## src/inc/dltc_pkg.sv

```systemverilog
/*
  constants, field layout and types of the line-state termination control
  block. assumes a 100 MHz aclk and an 8-bit AXI4-Lite byte address space.
*/
package dltc_pkg;
  localparam int CLK_HZ = 100_000_000;
  localparam int SAMPLE_HZ = 8000;
  localparam int SAMPLE_DIV = CLK_HZ / SAMPLE_HZ;
  localparam int SETTLE_SAMPLES = 1548;
  // filter group delay, already inside the settle figure
  localparam int GROUP_DELAY_SAMPLES = 12;
  localparam int ID_CHECK_SAMPLES = 4;
  localparam int CODE_W = 5;
  localparam int ADDR_W = 8;
  // register indices; byte address is four times the index
  localparam logic [5:0] IDX_LINK = 6'h06;
  localparam logic [5:0] IDX_DCTERM = 6'h10;
  localparam logic [5:0] IDX_LEVEL = 6'h12;
  localparam logic [5:0] IDX_SENSE = 6'h13;
  localparam int DCT_HOOK = 0;
  localparam int DCT_MON = 1;
  localparam int DCT_SEL = 2;
  localparam int DCT_LIM = 4;
  localparam int DCT_PAR = 5;
  localparam int LVL_FULL = 0;
  localparam int LVL_VOL = 1;
  localparam int LVL_MODE = 2;
  localparam int ST_DOD = 5;
  localparam int ST_VALID = 6;
  localparam int ST_OVL = 7;
  localparam int LNK_PDL = 0;
  localparam int LNK_OK = 1;
  localparam int LNK_FAIL = 2;
  localparam logic [7:0] DCTERM_RST = 8'h08;
  localparam logic [7:0] LEVEL_RST = 8'h00;
  localparam logic [4:0] CODE_NONE = 5'h00;
  localparam logic [4:0] CODE_OVL = 5'h1f;
  localparam logic [1:0] RESP_OKAY = 2'h0;
  localparam logic [1:0] RESP_DECERR = 2'h3;
  typedef enum logic [1:0] {
    TERM_LV = 2'b00,
    TERM_JAPAN = 2'b01,
    TERM_FCC = 2'b10,
    TERM_CTR21 = 2'b11
  } dltc_term_type;
  // full scale classes: -1, +3.2, -2.71, -5 dBm
  typedef enum logic [2:0] {
    FS_M1 = 3'b000,
    FS_P3_2 = 3'b001,
    FS_M2_71 = 3'b010,
    FS_M5 = 3'b011
  } dltc_fs_type;
  typedef enum logic [1:0] {
    LINK_DOWN = 2'b00,
    LINK_CHECK = 2'b01,
    LINK_UP = 2'b10,
    LINK_FAIL = 2'b11
  } dltc_link_type;
endpackage : dltc_pkg

```

## src/inc/dltc_settle_if.sv

```systemverilog
/*
  carrier between the top and the off-hook settle timer.
  assumes one clock domain, aclk.
*/
`timescale 1ns/1ps
interface dltc_settle_if;
  logic sample_tick;
  logic hook_active;
  logic data_valid;
  modport settle_end (input sample_tick, input hook_active,
    output data_valid);
  modport ctrl_end (output sample_tick, output hook_active,
    input data_valid);
endinterface : dltc_settle_if

```

## src/core/dltc_sync.sv

```systemverilog
/*
  three-stage synchroniser for a bus of pin levels.
  assumes the bus settles between samples; a change is taken once
  stages two and three agree.
*/
`timescale 1ns/1ps
module dltc_sync #(
  parameter int W = 1
) (
  input wire logic aclk,
  input wire logic aresetn,
  input wire logic [W-1:0] d,
  output logic [W-1:0] q
);
  logic [W-1:0] s1, s2, s3, next_q;
  always_comb
  begin
    next_q = (s2 == s3) ? s3 : q;
  end
  always_ff @(posedge aclk)
  begin
    if (!aresetn)
    begin
      s1 <= '0;
      s2 <= '0;
      s3 <= '0;
      q <= '0;
    end
    else
    begin
      s1 <= d;
      s2 <= s1;
      s3 <= s2;
      q <= next_q;
    end
  end
endmodule : dltc_sync

```

## src/core/dltc_settle.sv

```systemverilog
/*
  off-hook settle timer counted in sample periods.
  assumes sample_tick is a one-cycle enable from the sample divider.
*/
`timescale 1ns/1ps
module dltc_settle #(
  parameter int SETTLE = dltc_pkg::SETTLE_SAMPLES
) (
  input wire logic aclk,
  input wire logic aresetn,
  dltc_settle_if.settle_end sif
);
  localparam int CW = $clog2(SETTLE + 1);
  localparam logic [CW-1:0] LAST = CW'(SETTLE);
  logic [CW-1:0] cnt, next_cnt;
  logic next_valid;
  always_comb
  begin
    next_cnt = cnt;
    next_valid = sif.data_valid;
    if (!sif.hook_active)
    begin
      next_cnt = '0;
      next_valid = 1'b0;
    end
    else if (sif.sample_tick && cnt != LAST)
    begin
      next_cnt = cnt + 1'b1;
      next_valid = (cnt + 1'b1) == LAST;
    end
  end
  always_ff @(posedge aclk)
  begin
    if (!aresetn)
    begin
      cnt <= '0;
      sif.data_valid <= 1'b0;
    end
    else
    begin
      cnt <= next_cnt;
      sif.data_valid <= next_valid;
    end
  end
endmodule : dltc_settle

```

## src/core/dltc_top.sv

```systemverilog
/*
  line-state and dc termination control: AXI4-Lite registers, isolated link
  enable with line-side identity check, sense code selection, off-hook
  settle timing, termination and level outputs to the line side.
  assumes line-side pins are asynchronous to aclk and change slowly.
*/
`timescale 1ns/1ps
module dltc_top #(
  parameter int SAMPLE_DIV = dltc_pkg::SAMPLE_DIV,
  parameter int SETTLE = dltc_pkg::SETTLE_SAMPLES
) (
  input wire logic aclk,
  input wire logic aresetn,
  input wire logic [7:0] awaddr,
  input wire logic awvalid,
  output logic awready,
  input wire logic [31:0] wdata,
  input wire logic [3:0] wstrb,
  input wire logic wvalid,
  output logic wready,
  output logic [1:0] bresp,
  output logic bvalid,
  input wire logic bready,
  input wire logic [7:0] araddr,
  input wire logic arvalid,
  output logic arready,
  output logic [31:0] rdata,
  output logic [1:0] rresp,
  output logic rvalid,
  input wire logic rready,
  input wire logic [4:0] line_voltage_in,
  input wire logic [4:0] loop_current_in,
  input wire logic [4:0] monitor_in,
  input wire logic line_dropout_in,
  input wire logic line_id_match_in,
  output logic link_enable,
  output logic hookswitch_on,
  output dltc_pkg::dltc_term_type dc_term_mode,
  output logic current_limit_on,
  output logic parallel_imped_on,
  output logic reduced_voltage_on,
  output dltc_pkg::dltc_fs_type full_scale_code,
  output logic line_data_valid
);
  localparam int DW = $clog2(SAMPLE_DIV);
  localparam logic [DW-1:0] DIV_LAST = DW'(SAMPLE_DIV - 1);
  localparam logic [2:0] ID_LAST = 3'(dltc_pkg::ID_CHECK_SAMPLES - 1);

  dltc_settle_if sif ();
  logic [14:0] pins_s;
  logic [1:0] flags_s;
  logic [4:0] volt_s, cur_s, mon_s;

  dltc_sync #(.W(15)) u_sync_code (
    .aclk(aclk),
    .aresetn(aresetn),
    .d({line_voltage_in, loop_current_in, monitor_in}),
    .q(pins_s)
  );
  dltc_sync #(.W(2)) u_sync_flag (
    .aclk(aclk),
    .aresetn(aresetn),
    .d({line_dropout_in, line_id_match_in}),
    .q(flags_s)
  );
  assign volt_s = pins_s[14:10];
  assign cur_s = pins_s[9:5];
  assign mon_s = pins_s[4:0];

  dltc_settle #(.SETTLE(SETTLE)) u_settle (
    .aclk(aclk),
    .aresetn(aresetn),
    .sif(sif)
  );

  // sample-rate enable
  logic [DW-1:0] div_cnt, next_div_cnt;
  logic tick, next_tick;
  always_comb
  begin
    next_tick = div_cnt == DIV_LAST;
    next_div_cnt = next_tick ? '0 : div_cnt + 1'b1;
  end
  always_ff @(posedge aclk)
  begin
    if (!aresetn)
    begin
      div_cnt <= '0;
      tick <= 1'b0;
    end
    else
    begin
      div_cnt <= next_div_cnt;
      tick <= next_tick;
    end
  end

  // AXI write channel
  logic aw_held, w_held, next_aw_held, next_w_held;
  logic [5:0] aw_idx, next_aw_idx;
  logic [7:0] w_byte, next_w_byte;
  logic w_lane, next_w_lane;
  logic next_awready, next_wready, next_bvalid;
  logic [1:0] next_bresp;
  logic do_write;
  always_comb
  begin
    next_aw_held = aw_held;
    next_aw_idx = aw_idx;
    next_w_held = w_held;
    next_w_byte = w_byte;
    next_w_lane = w_lane;
    next_bvalid = bvalid && !bready;
    next_bresp = bresp;
    do_write = aw_held && w_held && !bvalid;
    if (awvalid && awready)
    begin
      next_aw_held = 1'b1;
      next_aw_idx = awaddr[7:2];
    end
    if (wvalid && wready)
    begin
      next_w_held = 1'b1;
      next_w_byte = wdata[7:0];
      next_w_lane = wstrb[0];
    end
    if (do_write)
    begin
      next_aw_held = 1'b0;
      next_w_held = 1'b0;
      next_bvalid = 1'b1;
      unique case (aw_idx)
        dltc_pkg::IDX_LINK, dltc_pkg::IDX_DCTERM,
        dltc_pkg::IDX_LEVEL, dltc_pkg::IDX_SENSE:
          next_bresp = dltc_pkg::RESP_OKAY;
        default:
          next_bresp = dltc_pkg::RESP_DECERR;
      endcase
    end
    next_awready = !next_aw_held;
    next_wready = !next_w_held;
  end
  always_ff @(posedge aclk)
  begin
    if (!aresetn)
    begin
      aw_held <= 1'b0;
      w_held <= 1'b0;
      aw_idx <= '0;
      w_byte <= '0;
      w_lane <= 1'b0;
      awready <= 1'b0;
      wready <= 1'b0;
      bvalid <= 1'b0;
      bresp <= dltc_pkg::RESP_OKAY;
    end
    else
    begin
      aw_held <= next_aw_held;
      w_held <= next_w_held;
      aw_idx <= next_aw_idx;
      w_byte <= next_w_byte;
      w_lane <= next_w_lane;
      awready <= next_awready;
      wready <= next_wready;
      bvalid <= next_bvalid;
      bresp <= next_bresp;
    end
  end

  // software registers
  logic [7:0] dc_termination_control, level_control;
  logic [7:0] next_dcterm, next_level;
  logic link_power_down, next_pdl;
  logic wr_ok;
  always_comb
  begin
    next_dcterm = dc_termination_control;
    next_level = level_control;
    next_pdl = link_power_down;
    wr_ok = do_write && w_lane;
    if (wr_ok && aw_idx == dltc_pkg::IDX_DCTERM)
      next_dcterm = w_byte;
    if (wr_ok && aw_idx == dltc_pkg::IDX_LEVEL)
      next_level = w_byte;
    if (wr_ok && aw_idx == dltc_pkg::IDX_LINK)
      next_pdl = w_byte[dltc_pkg::LNK_PDL];
  end
  always_ff @(posedge aclk)
  begin
    if (!aresetn)
    begin
      dc_termination_control <= dltc_pkg::DCTERM_RST;
      level_control <= dltc_pkg::LEVEL_RST;
      link_power_down <= 1'b1;
    end
    else
    begin
      dc_termination_control <= next_dcterm;
      level_control <= next_level;
      link_power_down <= next_pdl;
    end
  end

  // link bring-up and identity check
  dltc_pkg::dltc_link_type link_state, next_link_state;
  logic [2:0] id_cnt, next_id_cnt;
  always_comb
  begin
    next_link_state = link_state;
    next_id_cnt = id_cnt;
    unique case (link_state)
      dltc_pkg::LINK_DOWN:
      begin
        next_id_cnt = '0;
        if (!link_power_down)
          next_link_state = dltc_pkg::LINK_CHECK;
      end
      dltc_pkg::LINK_CHECK:
        if (tick)
        begin
          next_id_cnt = id_cnt + 1'b1;
          if (id_cnt == ID_LAST)
            next_link_state = flags_s[0] ? dltc_pkg::LINK_UP
                                         : dltc_pkg::LINK_FAIL;
        end
      dltc_pkg::LINK_UP, dltc_pkg::LINK_FAIL:
        next_link_state = link_state;
    endcase
    if (link_power_down)
      next_link_state = dltc_pkg::LINK_DOWN;
  end
  always_ff @(posedge aclk)
  begin
    if (!aresetn)
    begin
      link_state <= dltc_pkg::LINK_DOWN;
      id_cnt <= '0;
    end
    else
    begin
      link_state <= next_link_state;
      id_cnt <= next_id_cnt;
    end
  end

  // line-side controls and sense selection
  logic link_up, hook, boost;
  dltc_pkg::dltc_term_type sel_term;
  logic [4:0] sense_code, next_sense;
  logic dropout, next_dropout;
  dltc_pkg::dltc_fs_type next_fs;
  assign link_up = link_state == dltc_pkg::LINK_UP;
  assign hook = dc_termination_control[dltc_pkg::DCT_HOOK] && link_up;
  assign boost = level_control[dltc_pkg::LVL_FULL];
  assign sel_term = dltc_pkg::dltc_term_type'(
    dc_termination_control[dltc_pkg::DCT_SEL +: 2]);
  assign sif.sample_tick = tick;
  assign sif.hook_active = hook;
  always_comb
  begin
    next_sense = dltc_pkg::CODE_NONE;
    next_dropout = 1'b0;
    if (hook)
    begin
      next_sense = cur_s;
      next_dropout = flags_s[1];
    end
    else if (link_up && dc_termination_control[dltc_pkg::DCT_MON])
      next_sense = mon_s;
    else if (link_up && level_control[dltc_pkg::LVL_MODE])
      next_sense = volt_s;
    unique case (sel_term)
      dltc_pkg::TERM_FCC, dltc_pkg::TERM_CTR21:
        next_fs = dltc_pkg::FS_M1;
      dltc_pkg::TERM_JAPAN:
        next_fs = dltc_pkg::FS_M2_71;
      dltc_pkg::TERM_LV:
        next_fs = dltc_pkg::FS_M5;
    endcase
    if (boost)
      next_fs = dltc_pkg::FS_P3_2;
  end
  always_ff @(posedge aclk)
  begin
    if (!aresetn)
    begin
      sense_code <= dltc_pkg::CODE_NONE;
      dropout <= 1'b0;
      link_enable <= 1'b0;
      hookswitch_on <= 1'b0;
      dc_term_mode <= dltc_pkg::TERM_FCC;
      current_limit_on <= 1'b0;
      parallel_imped_on <= 1'b0;
      reduced_voltage_on <= 1'b0;
      full_scale_code <= dltc_pkg::FS_M1;
      line_data_valid <= 1'b0;
    end
    else
    begin
      sense_code <= next_sense;
      dropout <= next_dropout;
      link_enable <= link_up;
      hookswitch_on <= hook;
      dc_term_mode <= sel_term;
      current_limit_on <= sel_term == dltc_pkg::TERM_CTR21
        && dc_termination_control[dltc_pkg::DCT_LIM];
      parallel_imped_on <= dc_termination_control[dltc_pkg::DCT_PAR];
      reduced_voltage_on <= level_control[dltc_pkg::LVL_VOL];
      full_scale_code <= next_fs;
      line_data_valid <= sif.data_valid;
    end
  end

  // AXI read channel
  logic next_rvalid, next_arready;
  logic [31:0] next_rdata;
  logic [1:0] next_rresp;
  logic [7:0] status;
  always_comb
  begin
    status = {sense_code == dltc_pkg::CODE_OVL, sif.data_valid,
      dropout, sense_code};
    next_rvalid = rvalid && !rready;
    next_rdata = rdata;
    next_rresp = rresp;
    if (arvalid && arready)
    begin
      next_rvalid = 1'b1;
      next_rresp = dltc_pkg::RESP_OKAY;
      next_rdata = '0;
      unique case (araddr[7:2])
        dltc_pkg::IDX_LINK:
          next_rdata[2:0] = {link_state == dltc_pkg::LINK_FAIL, link_up,
            link_power_down};
        dltc_pkg::IDX_DCTERM:
          next_rdata[7:0] = dc_termination_control;
        dltc_pkg::IDX_LEVEL:
          next_rdata[7:0] = level_control;
        dltc_pkg::IDX_SENSE:
          next_rdata[7:0] = status;
        default:
          next_rresp = dltc_pkg::RESP_DECERR;
      endcase
    end
    next_arready = !next_rvalid;
  end
  always_ff @(posedge aclk)
  begin
    if (!aresetn)
    begin
      rvalid <= 1'b0;
      arready <= 1'b0;
      rdata <= '0;
      rresp <= dltc_pkg::RESP_OKAY;
    end
    else
    begin
      rvalid <= next_rvalid;
      arready <= next_arready;
      rdata <= next_rdata;
      rresp <= next_rresp;
    end
  end
endmodule : dltc_top

```

## config.mk

```make
export PLATFORM = sky130hd
export DESIGN_NAME = dltc_top
export DESIGN_NICKNAME = d
export VERILOG_FILES = /design/src/inc/dltc_pkg.sv /design/src/inc/dltc_settle_if.sv /design/src/core/dltc_sync.sv /design/src/core/dltc_settle.sv /design/src/core/dltc_top.sv
export SDC_FILE = /design/constraint.sdc
export NUM_CORES = 1
export LEC_CHECK = 0
export BUFFER_PORTS_ARGS = -buffer_cell sky130_fd_sc_hd__buf_2
export CAP_MARGIN = 25
export CORE_MARGIN = 3
export CORE_UTILIZATION = 50
export CTS_BUF_LIST = sky130_fd_sc_hd__clkbuf_16
export DETAILED_ROUTE_END_ITERATION = 10
export GPL_ROUTABILITY_DRIVEN = 0
export PLACE_DENSITY = 0.73
export SYNTH_ARGS = -nofsm -noshare
export SYNTH_HDL_FRONTEND = slang
export SYNTH_SLANG_ARGS = --single-unit
```

## constraint.sdc

```tcl
create_clock -name aclk -period 1.9 [get_ports aclk]
set_input_delay 0.38 -clock aclk [delete_from_list [all_inputs] [get_ports aclk]]
set_output_delay 0.38 -clock aclk [all_outputs]
set_load 0.02 [all_outputs]
```

==> results of run 1 <==
-- final timing paths --
kind,from,endpoint,slack (ps),cells past startpoint
worst max-delay path,u_settle.cnt[5],u_settle.cnt[1],130,5
worst max register to register,u_settle.cnt[5],u_settle.cnt[1],130,5
worst min register to register,u_sync_code.s1[1],u_sync_code.s2[1],430,1
worst min-delay path,line_voltage_in[4],u_sync_code.s1[14],160,2
-- per-stage QoR --
stage	hold WS [ps]	total power [uW]
floorplan	412	3950
global placement	415	4010
detailed placement	419	4020
CTS	136	7390
global route	157	7580
finish	164	7310
-- report_power, final --
group          internal, uW  leakage (uW)  switching (uW)
clock network          2050      0.000291            1320
registers              3540       0.00134            49.2
logic                   145       0.00167             207
total                  5730       0.00331            1570
-- cells in the mapped netlist (2+ instances only) --
master,n
or2_2,2
nand3_1,14
nand3_2,2
nor3b_1,4
clkbuf_1,19
a21o_1,3
and2_1,67
nor3_1,4
o21ai_0,17
xor2_1,25
mux2_2,3
ha_1,6
or3_1,4
nand2_1,63
xnor2_1,15
a21boi_0,17
buf_2,4
o22ai_1,5
dfxtp_1,165
a22oi_1,14
nor4_1,5
buf_4,28
nor4b_1,2
and3_1,3
a21oi_1,16
inv_1,16
nor2b_1,43
nor2_1,49
nand4_1,6
nand3b_1,4
mux2i_1,35
a31oi_1,2
nand2b_1,9
-- layout make-up --
| cell class | instances | area share [%] |
|---|---|---|
| Sequential cell | 165 | 43.4 |
| Multi-Input combinational cell | 476 | 39.1 |
| Timing Repair Buffer | 84 | 6.12 |
| Clock buffer | 17 | 5.59 |
| Tap cell | 172 | 2.83 |
| Clock inverter | 15 | 2.19 |
| Inverter | 16 | 0.789 |
-- state kept, by name, indices dropped and copies added (netlist names), 2 cells and up --
signal                  count
u_sync_code.q              15
u_sync_code.s1             15
u_sync_code.s2             15
u_sync_code.s3             15
div_cnt                    14
u_settle.cnt               11
dc_termination_control      8
level_control               8
rdata                       8
w_byte                      8
aw_idx                      6
sense_code                  5
id_cnt                      3
dc_term_mode                2
full_scale_code             2
link_state                  2
u_sync_flag.q               2
u_sync_flag.s1              2
u_sync_flag.s2              2
u_sync_flag.s3              2
-- layer usage --
| metal | GRT usage, % | vias up | wire (um) |
|---|---|---|---|
| li1 | - | 2376 | - |
| met2 | 29.1 | 81 | 5880 |
| met1 | 21.0 | 2157 | 5240 |
| met3 | 4.86 | 20 | 520 |
| met4 | 6.59 | 0 | 212 |
| met5 | 0 | - | 0 |
-- logic make-up after synthesis --
kind of cell | share of synthesized area [%]
AOI/OAI and AO/OA | 8.13
xor gates and xnor gates | 5.34
adders and majority gates | 1.14
buffers and inverters | 5.74
DFF | 50.4
muxes | 5.86
other | 0.0572
and+or+nand+nor | 23.4
-- repair_timing --
item,CTS,global route
setup endpoints to repair,0,18
hold buffers,0,0
gates resized for setup,0,3
==> results.sh, run 1 <==
export IMPL_leakage_uw=0.00331
export IMPL_cp_slowest_stage_delay_ps=440
export IMPL_clock_fmax_mhz=564
export IMPL_syn_area_per_cell_um2=9.56
export IMPL_outcome="complete, no violations"
export IMPL_synthCells=686
export IMPL_synth_yosys_seq_area_share_pct=50.4
export IMPL_cts_buffer_depth=2
export IMPL_die_area_um2=14500
export IMPL_io_pins=128
export IMPL_chipWidth_um=121
export IMPL_fp_row_count=41
export IMPL_ys_ff_latch=165
export IMPL_finalCoreUtilization_pct=59.8
export IMPL_wl_mm=11.9
export IMPL_viasPerCell=4.90
export IMPL_pre_cts_ws_ps=70.6
export IMPL_layout_nets=842
export IMPL_critPathRequiredTime_ps=2210
export IMPL_ys_types=48
export IMPL_hold_viol=0
export IMPL_drv_slew=0
export IMPL_cts_tree="built"
export IMPL_cp_slowest_cell="o31ai_4"
export IMPL_setup_viol=0
export IMPL_drive_above_1_share_pct=16.7
export IMPL_period_needed_ps=1770
export IMPL_port_buffer_count=71
export IMPL_rsz0062_at_grt="false"
export IMPL_vias=4634
export IMPL_cts_max_level=4
export IMPL_cp_end_kind="flop"
export IMPL_fill_cells=1092
export IMPL_drt_initial_drc_count=252
export IMPL_critical_path_max_fanout=9
export IMPL_initial_core_util_pct=51.6
export IMPL_hp_class="in -> reg"
export IMPL_place_area_um2=7010
export IMPL_yosys_area_top_type_share_pct=50.4
export IMPL_cp_cell_sequence="or3_1 -> o31ai_4 -> buf_4 -> mux2i_1 -> nor2_1"
export IMPL_drc_errors=0
export IMPL_post_dp_hpwl_mm=8.54
export IMPL_drv_cap=0
export IMPL_power_density_nw_per_um2=960
export IMPL_core_area_um2=12700
export IMPL_syn_area_um2=6560
export IMPL_ys_dominant_reg_cell="dfxtp_1"
export IMPL_crit_buf_inv=1
export IMPL_skew_ps=6.35
export IMPL_yosys_top_cells_area="dfxtp_1, and2_1, mux2i_1, nor2b_1, nand2_1"
export IMPL_yosysTopAreaCell="dfxtp_1"
export IMPL_ant_nets=0
export IMPL_synth_edf_count=0
export IMPL_final_cells=945
export IMPL_critPathTopFamily="simple AND/OR/NAND/NOR gates"
export IMPL_clock_root_buffer="clkbuf_16"
export IMPL_arrival_ps=2080
export IMPL_cts_sinks=165
export IMPL_fin_ws_ps=126
export IMPL_path_clk_slew_ps=60
export IMPL_drt_pass1_iterations=4
export IMPL_grt_usage_pct=17.3
export IMPL_final_cell_mix="dfxtp_1, buf_2, and2_1"
export IMPL_wl_per_cell_um=12.5
export IMPL_antenna_found_initial=0
export IMPL_async_flop_share_pct=0
export IMPL_regArea_um2=3310
export IMPL_multi_input_area_um2=2970
export IMPL_area_growth_pct=16.0
export IMPL_grt_pass1_wl_mm=20.2
export IMPL_num_antenna_cells=0
export IMPL_cp_start_kind="flop"
export IMPL_clkLatencyLatePin_ps=420
export IMPL_ys_warn_count=0
export IMPL_overflow=0
export IMPL_dp_cells=913
export IMPL_cts_buffers_inserted=17
export IMPL_vdd_drop_max_mv=0.592
export IMPL_tns_ps=0
export IMPL_die_h_um=121
export IMPL_finalCritPeriodShare_pct=93.4
export IMPL_crit_type="reg -> reg"
export IMPL_cts_setup_buffers=0
export IMPL_final_common_cell="dfxtp_1"
export IMPL_design_area_um2=7610
export IMPL_grt_pass1_vias=4508
export IMPL_grt_max_degree=131
No activity file was read; power rests on OpenSTA's default activity.
==> inputs of run 2 (changes only) <==
--- a/config.mk
+++ b/config.mk
@@ -6,7 +6,7 @@
 export NUM_CORES = 1
 export LEC_CHECK = 0
 export BUFFER_PORTS_ARGS = -buffer_cell sky130_fd_sc_hd__buf_2
-export CAP_MARGIN = 25
+export CAP_MARGIN = 10
 export CORE_MARGIN = 3
 export CORE_UTILIZATION = 50
 export CTS_BUF_LIST = sky130_fd_sc_hd__clkbuf_16
@@ -15,4 +15,5 @@
 export PLACE_DENSITY = 0.73
 export SYNTH_ARGS = -nofsm -noshare
 export SYNTH_HDL_FRONTEND = slang
+export SYNTH_HIERARCHICAL = 1
 export SYNTH_SLANG_ARGS = --single-unit
==> results.sh, run 2 <==
export IMPL_period_needed_ps=1830
export IMPL_p_seq_share_pct=48.8
export IMPL_crit_type="reg -> reg"
export IMPL_die_h_um=121
export IMPL_wl_mm=12.4
export IMPL_io_pins=128
export IMPL_syn_area_um2=6660
export IMPL_synth_edf_count=0
export IMPL_grt_pass1_vias=4658
export IMPL_ctsResizeCount=0
export IMPL_layout_nets=853
export IMPL_async_flop_share_pct=0
export IMPL_power_density_nw_per_um2=967
export IMPL_core_area_um2=12800
export IMPL_clkLatencyLatePin_ps=420
export IMPL_swShare_pct=22.2
export IMPL_ys_dominant_reg_cell="dfxtp_1"
export IMPL_synthCells=707
export IMPL_final_common_cell="dfxtp_1"
export IMPL_setup_viol=0
export IMPL_combPwrFrac_pct=5.2
export IMPL_regArea_um2=3300
export IMPL_cts_setup_buffers=0
export IMPL_drt_initial_drc_count=258
export IMPL_post_dp_hpwl_mm=8.70
export IMPL_chipWidth_um=121
export IMPL_num_antenna_cells=0
export IMPL_grt_pass1_wl_mm=21.0
export IMPL_critical_path_max_fanout=8
export IMPL_vdd_drop_max_mv=0.762
export IMPL_p_clk_share_pct=46.1
export IMPL_yosysMostFrequentCell="dfxtp_1"
export IMPL_outcome="complete, no violations"
export IMPL_initial_core_util_pct=52.0
export IMPL_critPathRequiredTime_ps=2220
export IMPL_area_growth_pct=14.4
export IMPL_hp_class="in -> reg"
export IMPL_drive_above_1_share_pct=17.2
export IMPL_antenna_found_initial=0
export IMPL_p_int_uw=5730
export IMPL_leakage_uw=0.00295
export IMPL_tightest_slew_ps=585
export IMPL_rsz0062_at_grt="false"
export IMPL_cts_tree="built"
export IMPL_ys_types=61
export IMPL_port_buffer_count=71
export IMPL_vias=4807
export IMPL_fp_row_count=41
export IMPL_tns_ps=0
export IMPL_power_switching_uw=1640
export IMPL_cts_buffers_inserted=17
export IMPL_cp_slowest_cell="o41a_4"
export IMPL_synth_top_cells_by_count="dfxtp_1, nand2_1, and2_1"
export IMPL_synth_yosys_seq_area_share_pct=49.6
export IMPL_yosysTopAreaCell="dfxtp_1"
export IMPL_power_uw=7370
export IMPL_cp_start_kind="flop"
export IMPL_drv_cap=0
export IMPL_cp_end_kind="flop"
export IMPL_drt_pass1_iterations=5
export IMPL_arrival_ps=2150
export IMPL_ys_warn_count=6
export IMPL_yosys_top_cells_area="dfxtp_1, and2_1, nand2_1, xnor2_1, buf_4"
export IMPL_skew_ps=9.90
export IMPL_cts_sinks=165
export IMPL_wl_per_cell_um=12.9
export IMPL_worstRegToRegCells=5
export IMPL_final_cell_mix="dfxtp_1, nand2_1, buf_2"
export IMPL_hold_viol=0
export IMPL_drc_errors=0
export IMPL_grt_max_degree=88
export IMPL_hold_depth=2
export IMPL_grt_usage_pct=17.6
export IMPL_syn_area_per_cell_um2=9.42
export IMPL_hold_buffers=0
export IMPL_relSlewSlack_pct=61.0
export IMPL_cp_slowest_stage_delay_ps=560
export IMPL_clock_root_buffer="clkbuf_16"
export IMPL_finalCoreUtilization_pct=59.4
export IMPL_overflow=0
export IMPL_multi_input_area_um2=3050
export IMPL_cp_cell_sequence="or3b_4 -> o41a_4 -> nand4_1 -> xor2_1 -> nor2_1"
export IMPL_die_area_um2=14700
export IMPL_path_clk_slew_ps=60
export IMPL_finalCritPeriodShare_pct=96.3
export IMPL_yosys_area_top_type_share_pct=49.6
export IMPL_fill_cells=1129
export IMPL_ys_ff_latch=165
export IMPL_cts_max_level=4
export IMPL_ant_nets=0
export IMPL_clock_fmax_mhz=547
export IMPL_cts_buffer_depth=2
export IMPL_viasPerCell=5.03
export IMPL_drv_slew=0
==> run 2: changes by cell type after synthesis, sizes merged, moves of 12 or more <==
cell | previous run | this run
a21boi | 17 | 0
mux2i | 35 | 18
nand2 | 63 | 103
nand3 | 16 | 35
nor2b | 43 | 4
o21ai | 17 | 29
==> run 2: stage by stage <==
stage	worst slack, ps	hold slack (ps)	instances	cell area [um2]
after detailed placement	89.7	417	924	7030
after global routing	2.52	146	956	7620
after global placement	149	415	924	7030
after floorplan	190	412	731	6750
after CTS	80.1	143	956	7620
final	70.6	162	956	7620
==> run 2: worst paths after layout <==
path                                   startpoint           endpoint  slack (ps)
worst min register to register  u_sync_code/s1[2]  u_sync_code/s2[2]         430
worst min-delay path             line_id_match_in  u_sync_flag/s1[0]         160
worst max register to register    u_settle/cnt[7]    u_settle/cnt[4]          70
worst max-delay path              u_settle/cnt[7]    u_settle/cnt[4]          70
==> run 2: critical path, delay by kind of cell (launching register included) <==
family | cells | cell delay, ps
xor gates and xnor gates | 1 | 170
DFF | 1 | 370
and+or+nand+nor | 3 | 630
AOI/OAI and AO/OA | 1 | 560
==> run 2: area by class of cell <==
type	instances	area share, %
Inverter	7	0.345
Sequential cell	165	43.3
Tap cell	172	2.82
Timing Repair Buffer	80	5.75
Clock inverter	15	2.17
Clock buffer	17	5.58
Multi-Input combinational cell	500	40.0
==> run 2: kinds of logic (layout without fill, tap and decap cells) <==
group / after synthesis / after routing / share of synthesized area (%)
AO/OA/AOI/OAI: 88 / 88 / 8.62
multiplexers: 25 / 25 / 3.89
AND/OR/NAND/NOR: 317 / 317 / 25.6
other: 1 / 25 / 0.0563
buffers and inverters: 66 / 119 / 6.05
adder cells (fa/ha/maj): 6 / 6 / 1.13
XOR/XNOR: 39 / 39 / 5.13
flip-flops: 165 / 165 / 49.6
==> run 2: metal layers <==
| metal | up-vias | track usage [%] | wire (um) |
|---|---|---|---|
| met4 | 0 | 6.58 | 68 |
| met3 | 6 | 5.36 | 610 |
| met2 | 84 | 29.4 | 6130 |
| met1 | 2253 | 21.2 | 5560 |
| li1 | 2464 | - | - |
| met5 | - | 0 | 0 |
==> run 2: power groups by stage <==
stage	registers, uW	logic [uW]	clock network [uW]
after floorplan	3670	318	0
after global placement	3670	374	0
after detailed placement	3670	383	0
after CTS	3590	384	3470
after global routing	3600	427	3620
final	3590	382	3400
